===== src/inc/strap_reset_defs.svh =====
`ifndef STRAP_RESET_DEFS_SVH
`define STRAP_RESET_DEFS_SVH
`define SW_MODE_NORMAL      4'h0
`define SW_MODE_EEPROM      4'h1
`define SW_MODE_RESV_FIRST  4'h2
`define MGMT_FAST_KHZ       400
`define MGMT_SLOW_KHZ       100
`define CLK_SYS_KHZ         50000
`define MGMT_FAST_DIV       ((`CLK_SYS_KHZ / `MGMT_FAST_KHZ) / 2)
`define MGMT_SLOW_DIV       ((`CLK_SYS_KHZ / `MGMT_SLOW_KHZ) / 2)
`define RESET_PROC_NS       200
`define RESET_PROC_CYC      ((`RESET_PROC_NS + 19) / 20)
`define GPIO_WIDTH          11
`define GPIO_EVENT          7
`define GPIO_P2RST          0
`define GPIO_P4RST          1
`define GPIO_P3RST          9
`define GPIO_P5RST          10
`define NUM_DS_PORTS        4
`define SYNC_RST_VAL        10'h001
`endif


===== src/inc/strap_reset_pkg.sv =====
package strap_reset_pkg;
  typedef enum logic [1:0] {
    SEQ_IN_RESET,
    SEQ_PROC,
    SEQ_HELD,
    SEQ_RUN
  } seq_state_t;
  typedef enum logic [1:0] {
    MODE_NORMAL,
    MODE_EEPROM,
    MODE_RESERVED
  } op_mode_t;
endpackage : strap_reset_pkg


===== src/core/switch_strap_reset_control.sv =====
`timescale 1ns/1ps
`include "strap_reset_defs.svh"
module switch_strap_reset_control (
  input  wire logic                     clk_sys,
  input  wire logic                     rst_n,
  input  wire logic                     clk_en,
  input  wire logic                     fundamental_reset_n,
  input  wire logic                     aux_power_disable,
  input  wire logic                     downstream_common_clock_strap,
  input  wire logic                     upstream_common_clock_strap,
  input  wire logic                     mgmt_slow_mode,
  input  wire logic                     reset_hold,
  input  wire logic [2:0]               switch_mode,
  input  wire logic                     hold_clear,
  input  wire logic                     ds_sclk_wr,
  input  wire logic [3:0]               ds_sclk_wdata,
  input  wire logic                     us_sclk_wr,
  input  wire logic                     us_sclk_wdata,
  input  wire logic                     wake_dir_a,
  input  wire logic                     wake_req,
  input  wire logic                     wake_pin_in,
  input  wire logic [`GPIO_WIDTH-1:0]   gpio_alt_sel,
  input  wire logic [`GPIO_WIDTH-1:0]   gpio_out_val,
  input  wire logic [`GPIO_WIDTH-1:0]   gpio_dir_out,
  input  wire logic                     event_req,
  input  wire logic [3:0]               port_reset_req,
  output logic [`GPIO_WIDTH-1:0]        gpio_out,
  output logic [`GPIO_WIDTH-1:0]        gpio_oe_n,
  output logic                          wake_pin_out,
  output logic                          wake_pin_oe_n,
  output logic                          wake_seen,
  output logic                          aux_power_en,
  output logic [3:0]                    ds_link_status_sclk,
  output logic                          upstream_link_status_sclk,
  output logic [8:0]                    mgmt_clk_div,
  output logic                          mgmt_slow,
  output logic                          pcie_fund_reset,
  output logic                          core_reset_n,
  output logic                          mgmt_bus_en,
  output logic                          reset_hold_bit,
  output logic                          eeprom_load,
  output logic                          mode_reserved
);

  ////////////////////////////////////////////////////////////////////////
  // synchronisers for pins
  localparam int unsigned SYNC_W = 10;
  logic [SYNC_W-1:0] sync1;
  logic [SYNC_W-1:0] sync2;
  wire  [SYNC_W-1:0] raw_pins = {fundamental_reset_n, aux_power_disable,
                                 downstream_common_clock_strap,
                                 upstream_common_clock_strap, mgmt_slow_mode,
                                 reset_hold, switch_mode, wake_pin_in};

  // wake pin idles released high, so its stages reset high: no false wake
  always_ff @(posedge clk_sys or negedge rst_n) begin
    if (!rst_n) begin
      sync1 <= `SYNC_RST_VAL;
      sync2 <= `SYNC_RST_VAL;
    end else if (clk_en) begin
      sync1 <= raw_pins;
      sync2 <= sync1;
    end
  end

  wire       fund_n_s  = sync2[9];
  wire       aux_dis_s = sync2[8];
  wire       ds_cc_s   = sync2[7];
  wire       us_cc_s   = sync2[6];
  wire       slow_s    = sync2[5];
  wire       hold_s    = sync2[4];
  wire [2:0] mode_s    = sync2[3:1];
  wire       wake_s    = sync2[0];

  ////////////////////////////////////////////////////////////////////////
  // sequencer
  strap_reset_pkg::seq_state_t state;
  strap_reset_pkg::seq_state_t next_state;
  logic [7:0] proc_cnt;
  logic       latched;
  logic       s_slow;
  logic       s_aux_dis;
  logic [2:0] s_mode;
  strap_reset_pkg::op_mode_t mode_dec;

  function automatic strap_reset_pkg::op_mode_t decode_mode(input logic [2:0] code);
    if (code >= 3'(`SW_MODE_RESV_FIRST)) begin
      decode_mode = strap_reset_pkg::MODE_RESERVED;
    end else if (code == 3'(`SW_MODE_EEPROM)) begin
      decode_mode = strap_reset_pkg::MODE_EEPROM;
    end else begin
      decode_mode = strap_reset_pkg::MODE_NORMAL;
    end
  endfunction : decode_mode

  assign mode_dec = decode_mode(s_mode);

  always_comb begin
    next_state = state;
    case (state)
      strap_reset_pkg::SEQ_IN_RESET:
        if (fund_n_s) next_state = strap_reset_pkg::SEQ_PROC;
      strap_reset_pkg::SEQ_PROC:
        if (proc_cnt == 8'(`RESET_PROC_CYC - 1))
          next_state = reset_hold_bit ? strap_reset_pkg::SEQ_HELD
                                      : strap_reset_pkg::SEQ_RUN;
      strap_reset_pkg::SEQ_HELD:
        if (!reset_hold_bit) next_state = strap_reset_pkg::SEQ_RUN;
      strap_reset_pkg::SEQ_RUN:
        next_state = strap_reset_pkg::SEQ_RUN;
      default:
        next_state = strap_reset_pkg::SEQ_IN_RESET;
    endcase
    if (!fund_n_s) next_state = strap_reset_pkg::SEQ_IN_RESET;
  end

  always_ff @(posedge clk_sys or negedge rst_n) begin
    if (!rst_n) begin
      state    <= strap_reset_pkg::SEQ_IN_RESET;
      proc_cnt <= 8'h00;
    end else if (clk_en) begin
      state    <= next_state;
      proc_cnt <= (state == strap_reset_pkg::SEQ_PROC) ? proc_cnt + 8'h01 : 8'h00;
    end
  end

  ////////////////////////////////////////////////////////////////////////
  // strap latch and software copies
  wire release_edge = !latched && fund_n_s;

  always_ff @(posedge clk_sys or negedge rst_n) begin
    if (!rst_n) begin
      latched                   <= 1'b0;
      s_slow                    <= 1'b0;
      s_aux_dis                 <= 1'b0;
      s_mode                    <= 3'h0;
      reset_hold_bit            <= 1'b0;
      ds_link_status_sclk       <= 4'h0;
      upstream_link_status_sclk <= 1'b0;
    end else if (clk_en) begin
      if (!fund_n_s) begin
        latched        <= 1'b0;
        reset_hold_bit <= hold_s;
      end else if (release_edge) begin
        latched                   <= 1'b1;
        s_slow                    <= slow_s;
        s_aux_dis                 <= aux_dis_s;
        s_mode                    <= mode_s;
        ds_link_status_sclk       <= {`NUM_DS_PORTS{ds_cc_s}};
        upstream_link_status_sclk <= us_cc_s;
        reset_hold_bit            <= hold_s;
      end else begin
        if (hold_clear) reset_hold_bit <= 1'b0;
        if (ds_sclk_wr) ds_link_status_sclk <= ds_sclk_wdata;
        if (us_sclk_wr) upstream_link_status_sclk <= us_sclk_wdata;
      end
    end
  end

  ////////////////////////////////////////////////////////////////////////
  // outputs
  wire running = (state == strap_reset_pkg::SEQ_RUN);
  wire [3:0] port_rst_n = running ? ~port_reset_req : 4'h0;
  logic [`GPIO_WIDTH-1:0] alt_val;

  always_comb begin
    alt_val                = gpio_out_val;
    alt_val[`GPIO_EVENT]   = ~(event_req & running);
    alt_val[`GPIO_P3RST]   = port_rst_n[1];
    alt_val[`GPIO_P5RST]   = port_rst_n[3];
    alt_val[`GPIO_P2RST]   = port_rst_n[0];
    alt_val[`GPIO_P4RST]   = port_rst_n[2];
  end

  wire [`GPIO_WIDTH-1:0] alt_mask = (`GPIO_WIDTH'(1) << `GPIO_EVENT)
                                  | (`GPIO_WIDTH'(1) << `GPIO_P3RST)
                                  | (`GPIO_WIDTH'(1) << `GPIO_P5RST)
                                  | (`GPIO_WIDTH'(1) << `GPIO_P2RST)
                                  | (`GPIO_WIDTH'(1) << `GPIO_P4RST);
  wire [`GPIO_WIDTH-1:0] alt_on   = gpio_alt_sel & alt_mask;
  wire [`GPIO_WIDTH-1:0] next_gpio_out = (alt_on & alt_val) | (~alt_on & gpio_out_val);
  wire [`GPIO_WIDTH-1:0] next_gpio_oe_n = ~(alt_on | gpio_dir_out);

  always_ff @(posedge clk_sys or negedge rst_n) begin
    if (!rst_n) begin
      gpio_out        <= '0;
      gpio_oe_n       <= '1;
      wake_pin_out    <= 1'b0;
      wake_pin_oe_n   <= 1'b1;
      wake_seen       <= 1'b0;
      aux_power_en    <= 1'b0;
      mgmt_slow       <= 1'b0;
      mgmt_clk_div    <= 9'h000;
      pcie_fund_reset <= 1'b1;
      core_reset_n    <= 1'b0;
      mgmt_bus_en     <= 1'b0;
      eeprom_load     <= 1'b0;
      mode_reserved   <= 1'b0;
    end else if (clk_en) begin
      gpio_out        <= next_gpio_out;
      gpio_oe_n       <= next_gpio_oe_n;
      wake_pin_out    <= 1'b0;
      wake_pin_oe_n   <= ~(wake_dir_a & wake_req);
      wake_seen       <= ~wake_dir_a & ~wake_s;
      aux_power_en    <= latched & ~s_aux_dis;
      mgmt_slow       <= s_slow;
      mgmt_clk_div    <= s_slow ? 9'(`MGMT_SLOW_DIV) : 9'(`MGMT_FAST_DIV);
      pcie_fund_reset <= !fund_n_s;
      core_reset_n    <= running;
      mgmt_bus_en     <= latched;
      eeprom_load     <= running && (mode_dec == strap_reset_pkg::MODE_EEPROM);
      mode_reserved   <= latched && (mode_dec == strap_reset_pkg::MODE_RESERVED);
    end
  end
endmodule : switch_strap_reset_control


===== config.mk =====
export PLATFORM = sky130hd
export DESIGN_NAME = switch_strap_reset_control
export DESIGN_NICKNAME = d
export VERILOG_FILES = /design/src/inc/strap_reset_pkg.sv /design/src/core/switch_strap_reset_control.sv
export VERILOG_INCLUDE_DIRS = /design/src /design/src/inc
export SDC_FILE = /design/constraint.sdc
export NUM_CORES = 1
export LEC_CHECK = 0
export BUFFER_PORTS_ARGS = -buffer_cell sky130_fd_sc_hd__clkbuf_2
export CAP_MARGIN = 20
export CORE_MARGIN = 4
export CORE_UTILIZATION = 45
export DETAILED_ROUTE_END_ITERATION = 16
export GPL_TIMING_DRIVEN = 1
export MAX_ROUTING_LAYER = met4
export PLACE_DENSITY = 0.88
export SYNTH_ARGS = -nofsm -noshare
export SYNTH_HDL_FRONTEND = slang
export SYNTH_SLANG_ARGS = --single-unit

===== constraint.sdc =====
create_clock -name clk_sys -period 1.2 [get_ports clk_sys]
set_input_delay 0.12 -clock clk_sys [delete_from_list [all_inputs] [get_ports clk_sys]]
set_output_delay 0.12 -clock clk_sys [all_outputs]
set_load 0.1 [all_outputs]

==> impl_metrics.env <==
export IMPL_hpwlAfterDp_microns=5800
export IMPL_grt_pass1_wl_microns=14200
export IMPL_seq_area_frac_synth_pct=59.5
export IMPL_maxCapViolations=0
export IMPL_p_leak_uw=0.00235
export IMPL_finalPower_uw=9580
export IMPL_seqPwrFrac_pct=36.4
export IMPL_path_clk_slew_ns=0.08
export IMPL_crit_path_top_delay_cell="dfrtp_1"
export IMPL_track_usage_pct=22.0
export IMPL_via_per_inst=5.23
export IMPL_avgSynthCellArea_sq_um=12.1
export IMPL_whs_endpoint="gpio_out[8]$_DFFE_PN0P_"
export IMPL_clockPowerShare_pct=20.9
export IMPL_antenna_found_initial=0
export IMPL_worstPathArrival_ns=1.59
export IMPL_share_comb_of_total_power_pct=42.7
export IMPL_antenna_left=0
export IMPL_htreeDepth=3
export IMPL_final_cells=513
export IMPL_grt_ovfl_total=0
export IMPL_worstSetupStartpointType="register"
export IMPL_yosysUniqueCellTypes=42
export IMPL_whs_ns=0.0171
export IMPL_timing_rr_start="proc_cnt[1]$_DFFE_PN0P_"
export IMPL_wl_per_cell_microns=17.9
export IMPL_power_density_nw_per_um2=1830
export IMPL_ys_flop_type="dfrtp_1"
export IMPL_synth_top_area_share_pct=47.1
export IMPL_finalHoldViolations=0
export IMPL_finalSetupViolations=18
export IMPL_die_w_microns=92.2
export IMPL_max_stage_delay_ns=0.43
export IMPL_cp_max_fo=3
export IMPL_final_core_util_pct=76.5
export IMPL_fp_coreArea_sq_um=6830
export IMPL_fmax_ghz=0.737
export IMPL_fill_cells=390
export IMPL_min_period_ns=1.36
export IMPL_clkSinkCount=75
export IMPL_ys_warn_count=0
export IMPL_fin_crit_sh_pct=113
export IMPL_hold_path_startpoint="gpio_out_val[8]"
export IMPL_intPower_uw=5670
export IMPL_setup_slack_ns=-0.157
export IMPL_synthCells=263
export IMPL_dp_cells=463
export IMPL_path_cells="inv_2, ha_4, nor4b_4, a311o_1, o21ai_1"
export IMPL_critPathKind="register to register"
export IMPL_peakVddDrop_uv=1120
export IMPL_synth_edf_count=0
export IMPL_start_util_pct=46.6
export IMPL_die_y_microns=92.2
export IMPL_tritoncts="done"
export IMPL_fin_nets=475
export IMPL_drtIter0Drc=171
export IMPL_antenna_cells=0
export IMPL_place_gp_congestion=0.770
export IMPL_switching_share_pct=40.9
export IMPL_power_switching_uw=3920
export IMPL_yosys_area_top_type="dfrtp_1"
export IMPL_grt_pass1_vias=2916
export IMPL_rows=30
export IMPL_layout_drive_gt1_share_pct=56.1
export IMPL_synthesis_area_sq_um=3190
export IMPL_dr_pass1_iters=4
export IMPL_drv_slew=0
export IMPL_violations="negative setup slack"
export IMPL_reg2regPathDepth=5
export IMPL_drcViolationCount=0
export IMPL_grt_max_degree=31
export IMPL_clock_path_buffers=2
export IMPL_clock_latency_ns=0.35
export IMPL_ff2ff_setup_slack_ns=-0.16
export IMPL_skew_ns=0.0127
export IMPL_synthArstFlopShare_pct=100
export IMPL_die_area_sq_um=8490
export IMPL_synth_seq_cells=75
export IMPL_area_growth_pct=64.0
export IMPL_hold_path_class="input pin to register"
export IMPL_critical_path_required_ns=1.44
export IMPL_critPathCaptureType="register"
export IMPL_ios=108
export IMPL_vias=2685
export IMPL_ys_top_cells_by_area="dfrtp_1, dfstp_2, mux2_2, o21ai_0, nand2_1"
export IMPL_grt_setup_unrepaired="true"
export IMPL_io_buffers=98
export IMPL_clock_root_buffer="clkbuf_8"
export IMPL_holdPathStages=2
export IMPL_rr_endpoint="state[0]$_DFFE_PN0P_"
export IMPL_cts_buffers=9
export IMPL_wl_microns=9170
export IMPL_status="finished with violations"
[flip-flops by register name (all words and copies together) (netlist names), 2 cells and up]
signal / count
gpio_oe_n: 11
sync2: 10
ds_link_status_sclk: 4
mgmt_clk_div: 3
gpio_out: 11
state: 2
proc_cnt: 8
sync1: 10
s_mode: 3
[worst max-delay path, delay by kind of cell, from the launching register on]
kind / cells / cell delay (ns)
buffers and inverters: 1 / 0.08
flip-flops: 1 / 0.43
adder cells (fa/ha/maj): 1 / 0.16
AND/OR/NAND/NOR: 1 / 0.13
AO/OA/AOI/OAI: 2 / 0.45
[how the worst max path moves through the flow]
| stage | start | endpoint |
|---|---|---|
| floorplan | gpio_out[0]$_DFFE_PN0P_ | gpio_out[0]$_DFFE_PN0P_ |
| global placement | proc_cnt[0]$_DFFE_PN0P_ | state[0]$_DFFE_PN0P_ |
| detailed placement | proc_cnt[2]$_DFFE_PN0P_ | proc_cnt[7]$_DFFE_PN0P_ |
| CTS | proc_cnt[1]$_DFFE_PN0P_ | state[0]$_DFFE_PN0P_ |
| global route | proc_cnt[1]$_DFFE_PN0P_ | state[0]$_DFFE_PN0P_ |
| finish | proc_cnt[1]$_DFFE_PN0P_ | state[0]$_DFFE_PN0P_ |
[cell usage after synthesis, types with 4 or more instances]
cell type and number:
a21oi_1 10, a31oi_1 6, buf_2 5, buf_4 9, clkbuf_1 4, dfrtp_1 60
dfstp_2 15, inv_1 12, mux2_2 34, mux2i_1 6, nand2_1 19, nand2b_1 6
nand3b_1 6, nor2_1 12, o21ai_0 16, o31ai_1 9
[placed cells by master (no fill, tap or decap), types with 2 or more instances in the layout]
master,instances
o21ai_1,4
buf_4,28
mux2_2,34
a311o_1,2
a21oi_1,7
clkbuf_2,53
buf_12,47
and3_1,2
conb_1,3
nor2b_1,2
buf_6,2
nand3b_1,6
nand2b_1,4
dlygate4sd3_1,25
dfrtp_1,43
mux2i_1,6
dfstp_2,15
inv_1,10
clkinv_4,3
nand4_1,2
dfrtp_2,17
clkbuf_8,10
a31oi_1,6
nor2_1,12
inv_2,2
a21oi_2,3
o21ai_0,12
o31ai_1,9
nand2_1,18
[routing by layer]
metal / share of wire, % / track usage, % / wire length [microns]
met3: 5.8 / 4.92 / 529
met5: 0 / - / 0
met4: 1.8 / 9.16 / 161
met1: 38 / 24.2 / 3520
met2: 54 / 38.4 / 4960
[through the flow]
stage,worst slack (ns),TNS [ns],instance area (sq um)
after global placement,-0.00396,-0.00396,4590
after floorplan,0.00187,0,3220
after detailed placement,-0.0958,-0.280,4590
after CTS,-0.0446,-0.393,5120
final,-0.157,-0.674,5230
after global routing,-0.215,-1.59,5230
[layout make-up]
cell class / instances / area [sq um] / area share, %
Multi-Input combinational cell: 159 / 1250 / 23.8
Timing Repair Buffer: 155 / 1690 / 32.3
Sequential cell: 75 / 1920 / 36.7
Tap cell: 96 / 120 / 2.30
Clock inverter: 6 / 72.6 / 1.39
Inverter: 12 / 45.0 / 0.862
Clock buffer: 10 / 138 / 2.63
[power by group through the flow]
stage               combinational (uW)  clock, uW  sequential (uW)
finish                            4090       2000             3490
global route                      4240       2160             3530
CTS                               3960       2040             3440
detailed placement                3740          0             3470
global placement                  3670          0             3430
floorplan                          943          0             4720
[cell families after synthesis]
logic type	Yosys count	share of synthesized area [%]
DFF	75	59.5
adders and majority gates	2	0.785
buffers and inverters	31	4.95
muxes	40	13.9
AOI/OAI and AO/OA	51	10.1
and+or+nand+nor	62	10.4
other	1	0.118
xor gates and xnor gates	1	0.275
[timing repair]
action	4_1_cts	5_1_grt
endpoints found under the setup margin	21	31
resized for setup	13	20
hold buffers	23	2
setup buffers	6	3
pin swaps	6	6
endpoints found under the hold margin	71	2
No activity file was read; power rests on OpenSTA's default activity.
